**src/rtl/instr_fmt_consts.vh**
```
`ifndef INSTR_FMT_CONSTS_VH
`define INSTR_FMT_CONSTS_VH

// ---------------------------------------------------------------
// field positions within an instruction (low halfword first)
// ---------------------------------------------------------------
`define OPC_HI        15
`define OPC_LO        10
`define RSEL1_HI      4
`define RSEL1_LO      0
`define RSEL2_HI      9
`define RSEL2_LO      5
`define RSEL3_HI      31
`define RSEL3_LO      27
`define SUBOP6_HI     21
`define SUBOP6_LO     16
`define SUBOP1_BIT    0
`define COND_HI       12
`define COND_LO       9
`define BOPC_HI       15
`define BOPC_LO       13
`define BDISP_HI      8
`define BDISP_LO      1
`define LONG_IMMEDIATE_HI      31
`define LONG_IMMEDIATE_LO      16
`define DISP26_HI     9
`define DISP26_LO     0
`define BDISP_SIGN    8
`define JDISP_SIGN    25

// ---------------------------------------------------------------
// length decode: opcodes whose top three bits are 101 or 11x are long
// ---------------------------------------------------------------
`define LONG_PREFIX_A 3'h5
`define BRANCH_PREFIX 3'h4

// ---------------------------------------------------------------
// pc and access encodings
// ---------------------------------------------------------------
`define PC_STEP_SHORT 32'h00000002
`define PC_STEP_LONG  32'h00000004
`define PC_RESET      32'hFFFFFFF0
`define SZ_BYTE       2'h0
`define SZ_HALF       2'h1
`define SZ_WORD       2'h2

// ---------------------------------------------------------------
// format codes (one-hot, bit n-1 for format n)
// ---------------------------------------------------------------
`define FMT_W         9
`define FMT_I         9'h001
`define FMT_II        9'h002
`define FMT_III       9'h004
`define FMT_IV        9'h008
`define FMT_V         9'h010
`define FMT_VI        9'h020
`define FMT_VII       9'h040
`define FMT_VIII      9'h080
`define FMT_IX        9'h100

// ---------------------------------------------------------------
// next-pc select
// ---------------------------------------------------------------
`define NPC_SEQ       2'h0
`define NPC_REL       2'h1
`define NPC_REG       2'h2

`endif

```
**src/rtl/instr_format_and_address_gen.v**
```verilog
// Behaviour
// - halfword access clears address bit zero
// - word access clears two lowest address bits
// - multibyte data is little-endian
// - signed operands are two's complement
// - pc steps two or four bytes
// - relative target is pc plus sign-extended displacement
// - indirect jump loads pc from register
// - immediate operand comes from instruction field
// - based address is register plus displacement
// - low instruction part from lower address
// - register-register format, sixteen bits
// - immediate-register format, sixteen bits
// - conditional branch format, sixteen bits
// - medium jump format, thirty-two bits
// - three-operand format, thirty-two bits
// - load/store format, thirty-two bits
// - extended format, thirty-two bits
// - three-register format, thirty-two bits
// - no-operand format, sixteen bits
// - full 32-bit memory and io addresses
// - pc bit zero always zero
`include "instr_fmt_consts.vh"

module instr_format_and_address_gen #(
  parameter PC_INIT = `PC_RESET
) (
  input  wire        clk,
  input  wire        sys_rst,
  input  wire        fetch_valid,
  input  wire [15:0] fetch_lo_half,
  input  wire [15:0] fetch_hi_half,
  input  wire        take_branch,
  input  wire        jump_rel,
  input  wire        register_indirect_jump,
  input  wire [31:0] source_reg_val,
  input  wire        mem_req,
  input  wire        io_space,
  input  wire [1:0]  acc_size,
  input  wire        sign_load,
  input  wire [31:0] store_val,
  input  wire [31:0] bus_rdata,
  output reg  [31:0] pc_r,
  output reg  [31:0] link_addr_r,
  output reg         dec_valid_r,
  output reg         dec_long_r,
  output reg  [8:0]  dec_fmt_r,
  output reg  [5:0]  dec_opcode_r,
  output reg  [4:0]  dec_src_reg_r,
  output reg  [4:0]  dec_second_reg_r,
  output reg  [4:0]  dec_third_reg_r,
  output reg  [5:0]  dec_subop_r,
  output reg         dec_subop_bit_r,
  output reg  [3:0]  dec_cond_r,
  output reg  [31:0] imm_operand_r,
  output reg  [31:0] imm_signed_r,
  output reg         mem_valid_r,
  output reg         mem_io_r,
  output reg  [31:0] mem_addr_r,
  output reg  [3:0]  mem_byte_en_r,
  output reg  [31:0] mem_wdata_r,
  output reg  [31:0] load_val_r
);

  // ---------------------------------------------------------------
  // instruction assembly
  // ---------------------------------------------------------------
  // first halfword (lower address) holds bit 0 and the opcode
  wire [31:0] iword = {fetch_hi_half, fetch_lo_half};

  wire                 is_long;
  wire [`FMT_W-1:0]    fmt;
  wire [5:0]           opcode;
  wire [4:0]           source_reg_field;
  wire [4:0]           second_reg_field;
  wire [4:0]           third_reg_field;
  wire [5:0]           sub_op6;
  wire                 sub_op1;
  wire [3:0]           cond_code;
  wire [4:0]           short_immediate;
  wire [15:0]          long_immediate;
  wire [8:0]           bdisp9;
  wire [25:0]          jdisp26;

  field_split u_split (
    .iword            (iword),
    .is_long          (is_long),
    .fmt              (fmt),
    .opcode           (opcode),
    .source_reg_field (source_reg_field),
    .second_reg_field (second_reg_field),
    .third_reg_field  (third_reg_field),
    .sub_op6          (sub_op6),
    .sub_op1          (sub_op1),
    .cond_code        (cond_code),
    .short_immediate  (short_immediate),
    .long_immediate   (long_immediate),
    .bdisp9           (bdisp9),
    .jdisp26          (jdisp26)
  );

  // ---------------------------------------------------------------
  // immediate operands
  // ---------------------------------------------------------------
  reg [31:0] imm_raw;
  reg [31:0] imm_sext;

  always @* begin
    imm_raw  = 32'h00000000;
    imm_sext = 32'h00000000;
    if (fmt == `FMT_II) begin
      imm_raw  = {27'h0, short_immediate};
      imm_sext = {{27{short_immediate[4]}}, short_immediate};
    end else if (fmt == `FMT_V || fmt == `FMT_VI) begin
      imm_raw  = {16'h0, long_immediate};
      imm_sext = {{16{long_immediate[15]}}, long_immediate};
    end
  end

  // ---------------------------------------------------------------
  // next program counter
  // ---------------------------------------------------------------
  wire [31:0] pc_step = is_long ? `PC_STEP_LONG : `PC_STEP_SHORT;
  wire [31:0] rel_off = (fmt == `FMT_III)
                      ? {{23{bdisp9[`BDISP_SIGN]}}, bdisp9}
                      : {{6{jdisp26[`JDISP_SIGN]}}, jdisp26};
  reg  [1:0]  npc_sel;
  reg  [31:0] pc_nxt;

  always @* begin
    npc_sel = `NPC_SEQ;
    if (register_indirect_jump)
      npc_sel = `NPC_REG;
    else if (take_branch || jump_rel)
      npc_sel = `NPC_REL;
    case (npc_sel)
      `NPC_REL: pc_nxt = pc_r + rel_off;
      `NPC_REG: pc_nxt = source_reg_val;
      default:  pc_nxt = pc_r + pc_step;
    endcase
    pc_nxt = {pc_nxt[31:1], 1'b0};
  end

  // ---------------------------------------------------------------
  // data address generation
  // ---------------------------------------------------------------
  // full 32-bit sum; wraps modulo 4G like the linear space itself
  wire [31:0] based_operand = source_reg_val
                            + {{16{long_immediate[15]}}, long_immediate};
  wire [31:0] algn_addr;
  wire [31:0] algn_wdata;
  wire [3:0]  algn_be;
  wire [31:0] algn_load;

  data_align u_align (
    .addr_raw  (based_operand),
    .acc_size  (acc_size),
    .store_val (store_val),
    .bus_rdata (bus_rdata),
    .sign_load (sign_load),
    .addr_out  (algn_addr),
    .bus_wdata (algn_wdata),
    .byte_en   (algn_be),
    .load_val  (algn_load)
  );

  // ---------------------------------------------------------------
  // registered outputs
  // ---------------------------------------------------------------
  always @(posedge clk) begin
    if (sys_rst) begin
      pc_r             <= PC_INIT;
      link_addr_r      <= 32'h00000000;
      dec_valid_r      <= 1'b0;
      dec_long_r       <= 1'b0;
      dec_fmt_r        <= `FMT_I;
      dec_opcode_r     <= 6'h00;
      dec_src_reg_r    <= 5'h00;
      dec_second_reg_r <= 5'h00;
      dec_third_reg_r  <= 5'h00;
      dec_subop_r      <= 6'h00;
      dec_subop_bit_r  <= 1'b0;
      dec_cond_r       <= 4'h0;
      imm_operand_r    <= 32'h00000000;
      imm_signed_r     <= 32'h00000000;
      mem_valid_r      <= 1'b0;
      mem_io_r         <= 1'b0;
      mem_addr_r       <= 32'h00000000;
      mem_byte_en_r    <= 4'h0;
      mem_wdata_r      <= 32'h00000000;
      load_val_r       <= 32'h00000000;
    end else begin
      dec_valid_r <= fetch_valid;
      mem_valid_r <= fetch_valid & mem_req;
      load_val_r  <= algn_load;
      if (fetch_valid) begin
        pc_r             <= pc_nxt;
        link_addr_r      <= pc_r + `PC_STEP_LONG;
        dec_long_r       <= is_long;
        dec_fmt_r        <= fmt;
        dec_opcode_r     <= opcode;
        dec_src_reg_r    <= source_reg_field;
        dec_second_reg_r <= second_reg_field;
        dec_third_reg_r  <= third_reg_field;
        dec_subop_r      <= sub_op6;
        dec_subop_bit_r  <= sub_op1;
        dec_cond_r       <= cond_code;
        imm_operand_r    <= imm_raw;
        imm_signed_r     <= imm_sext;
        if (mem_req) begin
          mem_io_r      <= io_space;
          mem_addr_r    <= algn_addr;
          mem_byte_en_r <= algn_be;
          mem_wdata_r   <= algn_wdata;
        end
      end
    end
  end

endmodule

```
**src/rtl/data_align.v**
```verilog
`include "instr_fmt_consts.vh"

module data_align (
  input  wire [31:0] addr_raw,
  input  wire [1:0]  acc_size,
  input  wire [31:0] store_val,
  input  wire [31:0] bus_rdata,
  input  wire        sign_load,
  output reg  [31:0] addr_out,
  output reg  [31:0] bus_wdata,
  output reg  [3:0]  byte_en,
  output reg  [31:0] load_val
);

  reg [7:0]  b_sel;
  reg [15:0] h_sel;

  always @* begin
    addr_out = addr_raw;
    case (acc_size)
      `SZ_HALF: addr_out = {addr_raw[31:1], 1'b0};
      `SZ_WORD: addr_out = {addr_raw[31:2], 2'b00};
      default:  addr_out = addr_raw;
    endcase
  end

  // lane placement: lowest address carries the least significant byte
  always @* begin
    bus_wdata = 32'h00000000;
    byte_en   = 4'h0;
    b_sel     = 8'h00;
    h_sel     = 16'h0000;
    load_val  = 32'h00000000;
    case (acc_size)
      `SZ_BYTE: begin
        bus_wdata = {4{store_val[7:0]}};
        byte_en   = 4'h1 << addr_out[1:0];
        b_sel     = bus_rdata[8*addr_out[1:0] +: 8];
        load_val  = {{24{sign_load & b_sel[7]}}, b_sel};
      end
      `SZ_HALF: begin
        bus_wdata = {2{store_val[15:0]}};
        byte_en   = addr_out[1] ? 4'hC : 4'h3;
        h_sel     = addr_out[1] ? bus_rdata[31:16] : bus_rdata[15:0];
        load_val  = {{16{sign_load & h_sel[15]}}, h_sel};
      end
      default: begin
        bus_wdata = store_val;
        byte_en   = 4'hF;
        load_val  = bus_rdata;
      end
    endcase
  end

endmodule

```
**src/rtl/field_split.v**
```verilog
`include "instr_fmt_consts.vh"

module field_split (
  input  wire [31:0]          iword,
  output wire                 is_long,
  output reg  [`FMT_W-1:0]    fmt,
  output wire [5:0]           opcode,
  output wire [4:0]           source_reg_field,
  output wire [4:0]           second_reg_field,
  output wire [4:0]           third_reg_field,
  output wire [5:0]           sub_op6,
  output wire                 sub_op1,
  output wire [3:0]           cond_code,
  output wire [4:0]           short_immediate,
  output wire [15:0]          long_immediate,
  output wire [8:0]           bdisp9,
  output wire [25:0]          jdisp26
);

  // which formats are long is a property of the top opcode bits
  function is_long_op;
    input [5:0] op;
    begin
      is_long_op = (op[5:3] == `LONG_PREFIX_A) || (op[5:4] == 2'b11);
    end
  endfunction

  assign opcode           = iword[`OPC_HI:`OPC_LO];
  assign is_long          = is_long_op(opcode);
  assign source_reg_field = iword[`RSEL1_HI:`RSEL1_LO];
  assign second_reg_field = iword[`RSEL2_HI:`RSEL2_LO];
  assign short_immediate  = iword[`RSEL1_HI:`RSEL1_LO];
  assign cond_code        = iword[`COND_HI:`COND_LO];
  assign bdisp9           = {iword[`BDISP_HI:`BDISP_LO], 1'b0};
  assign sub_op1          = iword[`SUBOP1_BIT];
  assign jdisp26          = {iword[`DISP26_HI:`DISP26_LO], iword[31:17], 1'b0};
  assign long_immediate   = iword[`LONG_IMMEDIATE_HI:`LONG_IMMEDIATE_LO];
  assign sub_op6          = iword[`SUBOP6_HI:`SUBOP6_LO];
  assign third_reg_field  = iword[`RSEL3_HI:`RSEL3_LO];

  // unused fields are expected to be zero by the code producer, so no
  // field is masked here per format; consumers pick by fmt
  always @* begin
    fmt = `FMT_I;
    if (opcode[5:3] == `BRANCH_PREFIX)
      fmt = `FMT_III;
    else if (is_long) begin
      case (opcode[2:0])
        3'h2, 3'h3: fmt = `FMT_IV;
        3'h4:       fmt = `FMT_VII;
        3'h5:       fmt = `FMT_VIII;
        default:    fmt = opcode[5] & opcode[4] ? `FMT_VI : `FMT_V;
      endcase
    end else if (opcode[4])
      fmt = opcode[3] ? `FMT_IX : `FMT_II;
    else
      fmt = `FMT_I;
  end

endmodule

```
**config.mk**
```make
export PLATFORM = sky130hd
export DESIGN_NAME = instr_format_and_address_gen
export DESIGN_NICKNAME = d
export VERILOG_FILES = /design/src/rtl/instr_format_and_address_gen.v /design/src/rtl/data_align.v /design/src/rtl/field_split.v
export VERILOG_INCLUDE_DIRS = /design/src /design/src/rtl
export SDC_FILE = /design/constraint.sdc
export NUM_CORES = 1
export LEC_CHECK = 0
export BUFFER_PORTS_ARGS = -buffer_cell sky130_fd_sc_hd__buf_4
export CAP_MARGIN = 30
export CORE_AREA = 2 2 227 229
export CTS_CLUSTER_SIZE = 12
export DETAILED_ROUTE_END_ITERATION = 10
export DIE_AREA = 0 0 229 231
export SLEW_MARGIN = 25
export SYNTH_ARGS = -nofsm -noshare
export SYNTH_HDL_FRONTEND = slang
export SYNTH_SLANG_ARGS = --single-unit
```
**constraint.sdc**
```tcl
create_clock -name clk -period 4.4 [get_ports clk]
set_input_delay 0.22 -clock clk [delete_from_list [all_inputs] [get_ports clk]]
set_output_delay 0.22 -clock clk [all_outputs]
set_load 0.005 [all_outputs]
```
==> out/qor.txt <==
Vias: 13500
Vias in the first global route: 13000
CTS max path bufs: 3
Die width: 229 µm
FF+latch count, synth: 229
# DRC: 0
FF-to-FF path depth: 11
Die Ht: 231 µm
Max FO, Critical Path: 12
R2r startpoint: pc_r[1]
Post-synth top area share: 0.353
Number of DRC markers in iteration 0: 842
Seq/Total Area, Yosys: 0.353
Post-Syn Area: 0.0130 mm²
Pin count of the biggest net entering global routing: 168
Final Hold Viols: 0
GR Util met3: 0.0380
Syn Inst Count: 1624
Max cap viols: 0
Largest area contributor in the netlist: dfxtp_1
Met1 Use GR: 0.240
Post-DRT Antenna Nets: 0
Core area: 0.0507 mm²
Crit path DAT: 4440 ps
Area post-placement: 0.0163 mm²
HP Class: in -> reg
Final Skew: 26.1 ps
Primary FF master, synth: dfxtp_1
Worst-path clk slew: 60 ps
1st-pass router iterations: 5
GRT overflow: 0
Nets: 2255
First-pass GRT wire length: 78700 µm
Worst-path cell chain: dlygate4sd3_1, buf_4, nor2_2, and2_1, nand2_1, a21oi_1, ha_1, a2111oi_0, o21a_1, nor4b_2, or4_4, a41oi_2, o31ai_2, xor2_1, mux2i_1, o21ai_1
Gpl congestion: 0.933
DP HPWL: 39000 µm
Number of I/O port buffers: 393
Period minus WS final: 4000 ps
Synth top area cells: dfxtp_1 (35%), a21oi_1 (6.6%), nand2_1 (6.3%), ha_1 (6.2%), nor2_1 (5.3%)
Mean post-synth cell area: 7.99 µm²
ANT cells: 0
Crit path to: pc_r[31]
Crit path required time: 4840 ps
Status: finished, final reports clean
Initial antenna violation count: 1
Slew headroom: 0.338
Site row count: 83
Fill count: 5273
Slowest-stage cell, CP: dlygate4sd3_1
FMAX: 250 MHz
Pleak: 8.06 nW
Layout cells sized above 1: 0.240
Crit path launch: fetch_lo_half[14]
CP max stage delay: 550 ps
Power Total: 0.00685 W
Worst reg2reg endpoint: pc_r[31]
Io pins: 412
RSZ-0062 raised after global routing: no
Peak supply drop: 276 µV
Initial core utilization: 0.256
DR vias/cell: 4.92
PwrDens: 370 mW/mm²
Gr usage total: 0.189
Htree depth: 1
Area of the multi-input gates: 0.00772 mm²
Busiest grt layer: met2
Final worst-path cycle share: 0.908
Skew-Pair Late Insertion Delay: 590 ps
FF/Latch Area: 0.00458 mm²
Critical path class: in -> reg
Async S/R FF share, synth: 0
Post-route cell area: 0.0185 mm²
Routed WL: 52500 µm
Post-synth cell types: 64
CP Launch Type: input port
Met2 Usage GRT: 0.321
EDFF count, synth: 0
Worst-Margin Slew: 993 ps
Clock Tree Root: clkbuf_16
Average routed wire per standard cell: 19.1 µm
Fin. max-slew vios: 0
Yosys Warn Count: 0
CTS tree: yes
Crit end category: flop
Final Hold Slack: 25.5 ps
Total negative slack: 0 ps
Total CTS buffers: 29
Setup violators final: 0
TritonCTS Sinks: 229
DIE AREA: 0.0529 mm²
Reg-to-reg slack, setup: 1160 ps
Synth-to-Final Area Change: 42.6%
area by class of cell:
type,count,share of cell area
Clock inverter,13,0.0133
Clock buffer,40,0.0447
Sequential cell,229,0.248
Inverter,12,0.00243
Timing Repair Buffer,523,0.228
Multi-Input combinational cell,1255,0.417
Tap cell,680,0.0460
flip-flops by register name (all words and copies together) (netlist names), 9 cells and up:
signal / cells
load_val_r: 32
mem_addr_r: 32
mem_wdata_r: 32
link_addr_r: 31
pc_r: 31
imm_signed_r: 16
imm_operand_r: 11
dec_fmt_r: 9
routing by layer:
layer | routed length, µm | share of wire
met1 | 22500 | 0.43
met2 | 24800 | 0.47
met3 | 3730 | 0.071
met4 | 1390 | 0.026
met5 | 18 | 0.00034
synthesized netlist by cell type (all sizes together) (23+ instances only):
cell and instances:
clkbuf 83, a21oi 171, nand2 218, buf 62, o21ai 61, a211oi 87, nand3 35, nor3 34
xnor2 29, mux2i 56, xor2 46, o211ai 23, dfxtp 229, ha 64, nor2 184, a21o 30
nand2b 24
repair_timing:
item                                    CTS  global route
endpoints found under the setup margin    0             1
endpoints found under the hold margin   121             1
buffers inserted                          0             0
hold buffers                            105             1
gates resized for setup                   0             3
worst min path at each step:
stage / from / to / slack (ps) / cells past startpoint
floorplan: fetch_lo_half[14] / dec_fmt_r[0] / 310 / 1
global placement: mem_addr_r[20] / mem_addr_r[20] / 440 / 2
detailed placement: mem_addr_r[3] / mem_addr_r[3] / 450 / 2
CTS: bus_rdata[15] / load_val_r[15] / 0.2 / 3
global route: source_reg_val[1] / pc_r[1] / 0.03 / 3
finish: source_reg_val[3] / pc_r[3] / 30 / 5
power by group:
part | internal [W] | switching, W | total, W
sequential | 0.00223 | 0.000135 | 0.00236
combinational | 0.000843 | 0.000953 | 0.00180
clock | 0.00167 | 0.00102 | 0.00269
cells by family after synthesis:
group,synth area share
adder cells (fa/ha/maj),0.0648
XOR/XNOR,0.0506
flip-flops,0.353
AO/OA/AOI/OAI,0.230
AND/OR/NAND/NOR,0.192
other,0.000289
buffers and inverters,0.0583
multiplexers,0.0501
stage by stage:
step | worst slack, ps | util | instances
3_3_place_gp | 454 | 0.323 | 2592
4_1_cts | 313 | 0.365 | 2750
2_1_floorplan | 721 | - | 1641
6_report | 404 | 0.365 | 2752
5_1_grt | 153 | 0.365 | 2752
3_5_place_dp | 272 | 0.323 | 2592
layout by cell type (no fill, tap or decap), types with 23 or more instances in the layout:
master,count
nand2b_1,24
a21oi_1,171
clkbuf_16,29
xor2_1,46
ha_1,64
nor3_1,34
nor2_1,181
nand3_1,35
dfxtp_1,229
o211ai_1,23
a21o_1,30
o21ai_0,58
buf_4,412
a211oi_1,86
nand2_1,216
dlygate4sd3_1,106
mux2i_1,56
xnor2_1,29
critical path, delay by kind of cell:
family / cells / cell delay [ps]
compound gates: 6 / 1470
simple gates: 5 / 1310
buf+inv: 2 / 720
fa+ha+maj: 1 / 310
mux: 1 / 220
xor+xnor: 1 / 170
Note: power is estimated with default switching activity, not from simulation.
